$ cat src/rtl/keyboard_glue_config_params.svh
// offsets, field positions and reset values of the keyboard glue block
`ifndef KEYBOARD_GLUE_CONFIG_PARAMS_SVH
`define KEYBOARD_GLUE_CONFIG_PARAMS_SVH

// ----------------------------------------------------------------
// register indices (byte address is four times the index)
// ----------------------------------------------------------------
`define KGC_ADDR_W        14
`define KGC_KBD_CFG_IDX   12'h0f0
`define KGC_RSVD_LO_IDX   12'h0f1
`define KGC_RSVD_HI_IDX   12'h0ff
`define KGC_PME_CFG_IDX   12'h1f0
`define KGC_STATUS_IDX    12'h200

// ----------------------------------------------------------------
// field positions
// ----------------------------------------------------------------
`define KGC_PORT_POL_BIT   7
`define KGC_MOUSE_ISO_BIT  6
`define KGC_KBD_ISO_BIT    5
`define KGC_MOUSE_IRQ_LATCH_MODE_BIT     4
`define KGC_KEY_IRQ_LATCH_MODE_BIT     3
`define KGC_FAST_EN_BIT    2
`define KGC_CLK_ABSENT_BIT 0
`define KGC_WAKE_OFF_BIT   1

// ----------------------------------------------------------------
// reset values, writable masks, bus answers
// ----------------------------------------------------------------
`define KGC_KBD_CFG_RST   8'h00
`define KGC_PME_CFG_RST   8'h00
`define KGC_KBD_CFG_MASK  8'hfc
`define KGC_PME_CFG_MASK  8'h03
`define KGC_RESP_OKAY     2'h0
`define KGC_RESP_DECERR   2'h3

`endif

$ cat src/rtl/keyboard_glue_config_pkg.sv
// types of the keyboard glue block
package keyboard_glue_config_pkg;

    typedef logic [11:0] reg_idx_t;
    typedef logic [7:0]  reg_byte_t;

    typedef struct packed {
        reg_byte_t   kbd_cfg;
        reg_byte_t   pme_cfg;
        logic        aw_got;
        reg_idx_t    aw_idx;
        logic        w_got;
        reg_byte_t   w_data;
        logic        w_strb0;
        logic        awready;
        logic        wready;
        logic        bvalid;
        logic [1:0]  bresp;
        logic        arready;
        logic        rvalid;
        logic [31:0] rdata;
        logic [1:0]  rresp;
        logic        kbd_latch;
        logic        mouse_latch;
        logic        kbd_irq_prev;
        logic        mouse_irq_prev;
        logic        kbd_irq_out;
        logic        mouse_irq_out;
        logic        mcu_kbd_clk;
        logic        mcu_kbd_data;
        logic        mcu_mouse_clk;
        logic        mcu_mouse_data;
        logic        kbd_wake_data;
        logic        mouse_wake_data;
        logic        port_line_out;
        logic        a20_gate;
        logic        keyboard_reset_out_out;
        logic        wake_clk;
    } state_s;

endpackage

$ cat src/rtl/keyboard_glue_config.sv
// keyboard microcontroller glue: isolation, irq latching, fast port, wake clock
//
// Summary of operation
// - bit 7 picks microcontroller port line polarity: 0 active low, 1 active high
// - bit 6 set blocks mouse clock and data toward the microcontroller
// - mouse data toward mouse wake logic is never blocked
// - bit 5 set blocks keyboard clock and data toward the microcontroller
// - keyboard data toward keyboard wake logic is never blocked
// - bit 4 clear: mouse irq is raw AND latched; set: latched alone
// - bit 3 clear: keyboard irq is raw AND latched; set: latched alone
// - bit 2 enables the fast reset and address gate port
// - keyboard device indices 0xf1 to 0xff are reserved and read zero
// - slow clock bit 0: 0 clock connected, 1 pin grounded, no clock
// - slow clock bit 1: 0 specific key wake logic on, 1 off
// - with wake logic off, the slow clock to it is gated off
`timescale 1ns/100ps
`include "keyboard_glue_config_params.svh"

module keyboard_glue_config
(
    // clock, reset, enable
    input  wire logic                  mclk,
    input  wire logic                  rstn,
    input  wire logic                  clken,
    // axi4-lite write address
    input  wire logic [`KGC_ADDR_W-1:0] s_axi_awaddr,
    input  wire logic                  s_axi_awvalid,
    output logic                       s_axi_awready,
    // axi4-lite write data
    input  wire logic [31:0]           s_axi_wdata,
    input  wire logic [3:0]            s_axi_wstrb,
    input  wire logic                  s_axi_wvalid,
    output logic                       s_axi_wready,
    // axi4-lite write response
    output logic [1:0]                 s_axi_bresp,
    output logic                       s_axi_bvalid,
    input  wire logic                  s_axi_bready,
    // axi4-lite read address
    input  wire logic [`KGC_ADDR_W-1:0] s_axi_araddr,
    input  wire logic                  s_axi_arvalid,
    output logic                       s_axi_arready,
    // axi4-lite read data
    output logic [31:0]                s_axi_rdata,
    output logic [1:0]                 s_axi_rresp,
    output logic                       s_axi_rvalid,
    input  wire logic                  s_axi_rready,
    // keyboard and mouse lines from the connectors
    input  wire logic                  kbd_clk_line,
    input  wire logic                  keyboard_data_line,
    input  wire logic                  mouse_clk_line,
    input  wire logic                  mouse_data_line,
    // lines toward the microcontroller
    output logic                       mcu_kbd_clk,
    output logic                       mcu_kbd_data,
    output logic                       mcu_mouse_clk,
    output logic                       mcu_mouse_data,
    // lines toward the wake logic
    output logic                       kbd_wake_data,
    output logic                       mouse_wake_data,
    // microcontroller interrupts and port line
    input  wire logic                  mcu_keyboard_interrupt,
    input  wire logic                  mcu_mouse_interrupt,
    input  wire logic                  irq_ack,
    input  wire logic                  mcu_port_assert,
    output logic                       keyboard_interrupt,
    output logic                       mouse_interrupt,
    output logic                       microcontroller_port_line,
    // fast reset and address gate port
    input  wire logic                  fast_port_wr,
    input  wire logic [1:0]            fast_port_data,
    output logic                       address_line_twenty_gate,
    output logic                       keyboard_reset_out,
    // slow clock toward specific key wake logic
    input  wire logic                  slow_clock_pin,
    output logic                       wake_slow_clock
);

    keyboard_glue_config_pkg::state_s state_q;
    keyboard_glue_config_pkg::state_s state_d;

    logic                              wake_off;
    logic                              clk_absent;
    keyboard_glue_config_pkg::reg_idx_t ar_idx;

    assign wake_off   = state_q.pme_cfg[`KGC_WAKE_OFF_BIT];
    assign clk_absent = state_q.pme_cfg[`KGC_CLK_ABSENT_BIT];
    assign ar_idx     = s_axi_araddr[`KGC_ADDR_W-1:2];

    // ----------------------------------------------------------------
    // next state
    // ----------------------------------------------------------------
    always_comb
    begin
        state_d = state_q;
        if (clken)
        begin
            // write channel: address and data taken in either order
            if (s_axi_awvalid && state_q.awready)
            begin
                state_d.aw_got = 1'b1;
                state_d.aw_idx = s_axi_awaddr[`KGC_ADDR_W-1:2];
            end
            if (s_axi_wvalid && state_q.wready)
            begin
                state_d.w_got   = 1'b1;
                state_d.w_data  = s_axi_wdata[7:0];
                state_d.w_strb0 = s_axi_wstrb[0];
            end
            if (state_q.bvalid && s_axi_bready)
            begin
                state_d.bvalid = 1'b0;
            end
            if (state_q.aw_got && state_q.w_got && !state_q.bvalid)
            begin
                state_d.aw_got = 1'b0;
                state_d.w_got  = 1'b0;
                state_d.bvalid = 1'b1;
                state_d.bresp  = `KGC_RESP_OKAY;
                if (state_q.aw_idx == `KGC_KBD_CFG_IDX)
                begin
                    if (state_q.w_strb0)
                    begin
                        state_d.kbd_cfg = state_q.w_data & `KGC_KBD_CFG_MASK;
                    end
                end
                else if (state_q.aw_idx == `KGC_PME_CFG_IDX)
                begin
                    if (state_q.w_strb0)
                    begin
                        state_d.pme_cfg = state_q.w_data & `KGC_PME_CFG_MASK;
                    end
                end
                // reserved range and status accept writes and ignore them
                else if (!((state_q.aw_idx >= `KGC_RSVD_LO_IDX
                            && state_q.aw_idx <= `KGC_RSVD_HI_IDX)
                           || state_q.aw_idx == `KGC_STATUS_IDX))
                begin
                    state_d.bresp = `KGC_RESP_DECERR;
                end
            end
            // one write in flight; readies reopen after the response
            state_d.awready = !state_d.aw_got && !state_d.bvalid;
            state_d.wready  = !state_d.w_got && !state_d.bvalid;

            // read channel
            if (state_q.rvalid && s_axi_rready)
            begin
                state_d.rvalid = 1'b0;
            end
            if (s_axi_arvalid && state_q.arready)
            begin
                state_d.rvalid = 1'b1;
                state_d.rresp  = `KGC_RESP_OKAY;
                state_d.rdata  = 32'h0000_0000;
                if (ar_idx == `KGC_KBD_CFG_IDX)
                begin
                    state_d.rdata = {24'h00_0000, state_q.kbd_cfg};
                end
                else if (ar_idx == `KGC_PME_CFG_IDX)
                begin
                    state_d.rdata = {24'h00_0000, state_q.pme_cfg};
                end
                else if (ar_idx == `KGC_STATUS_IDX)
                begin
                    state_d.rdata = {28'h000_0000, state_q.wake_clk, state_q.a20_gate,
                                     state_q.mouse_latch, state_q.kbd_latch};
                end
                else if (!(ar_idx >= `KGC_RSVD_LO_IDX && ar_idx <= `KGC_RSVD_HI_IDX))
                begin
                    state_d.rresp = `KGC_RESP_DECERR; // reserved stays okay and zero
                end
            end
            state_d.arready = !state_d.rvalid;

            // isolation forces idle high toward the microcontroller
            state_d.mcu_mouse_clk  = state_q.kbd_cfg[`KGC_MOUSE_ISO_BIT]
                                     | mouse_clk_line;
            state_d.mcu_mouse_data = state_q.kbd_cfg[`KGC_MOUSE_ISO_BIT]
                                     | mouse_data_line;
            state_d.mcu_kbd_clk    = state_q.kbd_cfg[`KGC_KBD_ISO_BIT]
                                     | kbd_clk_line;
            state_d.mcu_kbd_data   = state_q.kbd_cfg[`KGC_KBD_ISO_BIT]
                                     | keyboard_data_line;
            state_d.mouse_wake_data = mouse_data_line;
            state_d.kbd_wake_data   = keyboard_data_line;

            // latches set on a rising irq; set wins over the ack
            state_d.kbd_irq_prev   = mcu_keyboard_interrupt;
            state_d.mouse_irq_prev = mcu_mouse_interrupt;
            if (irq_ack)
            begin
                state_d.kbd_latch   = 1'b0;
                state_d.mouse_latch = 1'b0;
            end
            if (mcu_keyboard_interrupt && !state_q.kbd_irq_prev)
            begin
                state_d.kbd_latch = 1'b1;
            end
            if (mcu_mouse_interrupt && !state_q.mouse_irq_prev)
            begin
                state_d.mouse_latch = 1'b1;
            end
            state_d.mouse_irq_out = state_q.kbd_cfg[`KGC_MOUSE_IRQ_LATCH_MODE_BIT] ? state_q.mouse_latch
                                  : (mcu_mouse_interrupt & state_q.mouse_latch);
            state_d.kbd_irq_out   = state_q.kbd_cfg[`KGC_KEY_IRQ_LATCH_MODE_BIT] ? state_q.kbd_latch
                                  : (mcu_keyboard_interrupt & state_q.kbd_latch);

            // polarity of the port line
            state_d.port_line_out = state_q.kbd_cfg[`KGC_PORT_POL_BIT] ? mcu_port_assert
                                  : !mcu_port_assert;

            // fast port: reset is a one-cycle pulse, gate holds
            state_d.keyboard_reset_out_out = 1'b0;
            if (fast_port_wr && state_q.kbd_cfg[`KGC_FAST_EN_BIT])
            begin
                state_d.a20_gate   = fast_port_data[1];
                state_d.keyboard_reset_out_out = fast_port_data[0];
            end

            // gating the clock here keeps the wake logic from toggling at all
            state_d.wake_clk = slow_clock_pin & !wake_off & !clk_absent;
        end
    end

    // ----------------------------------------------------------------
    // state register
    // ----------------------------------------------------------------
    always_ff @(posedge mclk or negedge rstn)
    begin
        if (!rstn)
        begin
            state_q                <= '0;
            state_q.kbd_cfg        <= `KGC_KBD_CFG_RST;
            state_q.pme_cfg        <= `KGC_PME_CFG_RST;
            state_q.mcu_kbd_clk    <= 1'b1;
            state_q.mcu_kbd_data   <= 1'b1;
            state_q.mcu_mouse_clk  <= 1'b1;
            state_q.mcu_mouse_data <= 1'b1;
            state_q.kbd_wake_data  <= 1'b1;
            state_q.mouse_wake_data <= 1'b1;
            state_q.port_line_out  <= 1'b1;
        end
        else
        begin
            state_q <= state_d;
        end
    end

    // ----------------------------------------------------------------
    // outputs
    // ----------------------------------------------------------------
    assign s_axi_awready             = state_q.awready;
    assign s_axi_wready              = state_q.wready;
    assign s_axi_bresp               = state_q.bresp;
    assign s_axi_bvalid              = state_q.bvalid;
    assign s_axi_arready             = state_q.arready;
    assign s_axi_rdata               = state_q.rdata;
    assign s_axi_rresp               = state_q.rresp;
    assign s_axi_rvalid              = state_q.rvalid;
    assign mcu_kbd_clk               = state_q.mcu_kbd_clk;
    assign mcu_kbd_data              = state_q.mcu_kbd_data;
    assign mcu_mouse_clk             = state_q.mcu_mouse_clk;
    assign mcu_mouse_data            = state_q.mcu_mouse_data;
    assign kbd_wake_data             = state_q.kbd_wake_data;
    assign mouse_wake_data           = state_q.mouse_wake_data;
    assign keyboard_interrupt        = state_q.kbd_irq_out;
    assign mouse_interrupt           = state_q.mouse_irq_out;
    assign microcontroller_port_line = state_q.port_line_out;
    assign address_line_twenty_gate  = state_q.a20_gate;
    assign keyboard_reset_out        = state_q.keyboard_reset_out_out;
    assign wake_slow_clock           = state_q.wake_clk;
endmodule

$ cat config.mk
export PLATFORM = sky130hd
export DESIGN_NAME = keyboard_glue_config
export DESIGN_NICKNAME = d
export VERILOG_FILES = /design/src/rtl/keyboard_glue_config_pkg.sv /design/src/rtl/keyboard_glue_config.sv
export VERILOG_INCLUDE_DIRS = /design/src /design/src/rtl
export SDC_FILE = /design/constraint.sdc
export NUM_CORES = 1
export LEC_CHECK = 0
export BUFFER_PORTS_ARGS = -buffer_cell sky130_fd_sc_hd__buf_2
export CORE_ASPECT_RATIO = 0.75
export CORE_UTILIZATION = 47
export DETAILED_ROUTE_END_ITERATION = 6
export PLACE_DENSITY = 0.81
export SYNTH_ARGS = -nofsm -noshare
export SYNTH_HDL_FRONTEND = slang
export SYNTH_SLANG_ARGS = --single-unit
$ cat constraint.sdc
create_clock -name mclk -period 2.02 [get_ports mclk]
set_input_delay 0 -clock mclk [delete_from_list [all_inputs] [get_ports mclk]]
set_output_delay 0 -clock mclk [all_outputs]
set_load 0.005 [all_outputs]
==> results.json <==
{
  "insertion_delay_ns": 0.34,
  "dr_total_vias": 2206,
  "worst_slew_pin_slew_ns": 0.592,
  "final_common_cell": "buf_2",
  "top_register": "state_q",
  "cp_slowest_cell": "or4_1",
  "routedWlPerCell_um": 14.0,
  "syn_avg_cell_area_um2": 11.5,
  "clkTransAtPathRegs_ns": 0.07,
  "place_congestion": 0.778,
  "routed_wl_mm": 6.34,
  "die_x_um": 93.1,
  "ys_ff_latch": 62,
  "irDropWorstVdd_v": 0.000612,
  "die_area_um2": 6550,
  "rsz0062_at_grt": "no",
  "final-setup-viol-count": 0,
  "synth_enable_flop_cells": 0,
  "whs_ns": 0.0189,
  "postRouteAntennaNets": 0,
  "cp-start-kind": "register",
  "fin_tns_setup_ns": 0,
  "synthArstFlopShare": 1.00,
  "arrival_ns": 2.15,
  "crit_type": "register to register",
  "fillers": 467,
  "synth_seq_area_share": 0.533,
  "cts_resized": 0,
  "cts_max_level": 3,
  "total_power_mw": 3.51,
  "syn_area_um2": 2930,
  "clock_path_buffers": 2,
  "num_rows": 24,
  "fin_area_um2": 3800,
  "finalCritPeriodShare": 0.938,
  "ios": 137,
  "grt_antenna_before_repair": 0,
  "post-route-min-period_ns": 1.90,
  "fin_util": 0.642,
  "overflow": 0,
  "yosysWarnings": 0,
  "max_slew_margin": 0.605,
  "drv_slew": 0,
  "reg2reg_slack_ns": 0.12,
  "fp.dieH_um": 70.3,
  "layout_common_cells": "81 x buf_2, 55 x dfrtp_1, 38 x dlygate4sd3_1, 28 x mux2_2, 24 x conb_1",
  "grt.total_usage": 0.210,
  "outcome": "finished, final reports clean",
  "placed_area_um2": 3250,
  "synthToLayoutAreaGrowth_pct": 29.9,
  "p_per_area_nw_per_um2": 923,
  "io_buffer_count": 81,
  "hpwlAfterDp_mm": 4.34,
  "cp_max_fo": 6,
  "grt_pass1_wl_mm": 10.4,
  "viasPerCell": 4.88,
  "grt_start_max_net_pins": 30,
  "critPathMaxStageDelay_ns": 0.60,
  "fmax_mhz": 528,
  "hold_class": "primary input to register",
  "largest_reg_flops": 34,
  "start_util": 0.495,
  "grt_pass1_vias": 2197,
  "dr.pass1.iters": 5,
  "end_kind": "register",
  "p_leak_nw": 1.86,
  "cts_tree": "done",
  "cp_cell_sequence": "or4_1 > nor3_1 > and4b_1 > buf_4 > mux2i_1",
  "final_layout_size_suffix_gt1_frac": 0.382,
  "clkSinkCount": 62,
  "ys.flop_type": "dfrtp_1",
  "hold_viol": 0,
  "antenna_cells": 0,
  "drv_cap": 0,
  "seq_area_um2": 1560,
  "coreArea_um2": 5920,
  "multiInputGateArea_um2": 1080,
  "drt_iter0_markers": 89,
  "drc": 0,
  "cts_root_buffer": "clkbuf_8",
  "cts_made_buffers": 9,
  "crit_required_ns": 2.28,
  "nNetsFinal": 453,
  "synthCells": 255,
  "yosysUniqueCellTypes": 38,
  "fin_skew_ns": 0.00572
}
## cells in the mapped netlist, types with 2 or more instances
master	number	area, µm²
and3_1	4	25.0
a221oi_1	2	17.5
clkbuf_1	7	26.3
o211ai_1	2	15.0
nor2_1	9	33.8
mux2_2	28	315
o21ai_0	7	35.0
nand2_1	20	75.1
buf_4	37	278
a31oi_1	2	12.5
inv_1	17	63.8
nand3_1	5	25.0
nor4_4	2	42.5
mux2i_1	8	80.1
dfrtp_1	55	1380
nor4_1	2	12.5
dfstp_2	7	184
a22oi_1	3	22.5
o31ai_1	3	22.5
nand4_1	3	18.8
a32o_1	2	20.0
a21oi_1	9	45.0
a221o_1	2	20.0
a22o_1	5	43.8
## per-stage QoR
stage	std cells	setup slack, ns
3_5_place_dp	398	0.153
3_3_place_gp	398	0.177
4_1_cts	452	0.115
2_1_floorplan	278	0.350
5_1_grt	452	0.0441
6_report	452	0.124
## layout make-up
type	count	share of cell area
Inverter	17	0.0168
Multi-Input combinational cell	154	0.284
Clock inverter	5	0.00659
Timing Repair Buffer	125	0.219
Tap cell	78	0.0257
Sequential cell	62	0.411
Clock buffer	11	0.0372
## layer usage
metal,track usage,vias to the layer above,part of all wire
li1,-,1069,-
met3,0.0577,16,0.056
met5,0,-,0
met4,0.103,0,0.025
met1,0.266,1044,0.46
met2,0.333,77,0.46
## critical path: cells and delay by family, from the launching register on
family        cells  cell delay, ns
simple gates      3            1.07
flops             1            0.38
mux               1            0.20
buf+inv           1            0.17
## logic make-up after synthesis
kind of cell,synth area share
flops,0.533
xor+xnor,0.00299
buf+inv,0.127
mux,0.135
compound gates,0.0928
other cells,0.00128
simple gates,0.107
## worst paths after layout
| check | start | to | cells after the start |
|---|---|---|---|
| worst min-delay path | fast_port_wr | address_line_twenty_gate$_DFFE_PN0P_ | 3 |
| min in group asynchronous | rstn | state_q[57]$_DFFE_PN0P_ | 2 |
| worst max-delay path | state_q[70]$_DFFE_PN0P_ | state_q[94]$_DFFE_PN0P_ | 5 |
| worst min register to register | s_axi_rdata[0]$_DFFE_PN0P_ | s_axi_rdata[0]$_DFFE_PN0P_ | 2 |
| worst max register to register | state_q[70]$_DFFE_PN0P_ | state_q[94]$_DFFE_PN0P_ | 5 |
| max in group asynchronous | rstn | mouse_wake_data$_DFFE_PN1P_ | 3 |
## what timing repair did
| item | 4_1_cts | 5_1_grt |
|---|---|---|
| hold endpoints to repair | 64 | 0 |
| hold buffers | 38 | 0 |
| setup buffers | 0 | 0 |
## report_power, final
part           internal [mW]  switching [mW]
Sequential              1.56           0.231
Combinational          0.458           0.327
Clock                  0.467           0.459
Total                   2.49            1.02
Note: power is estimated with default switching activity, not from simulation.
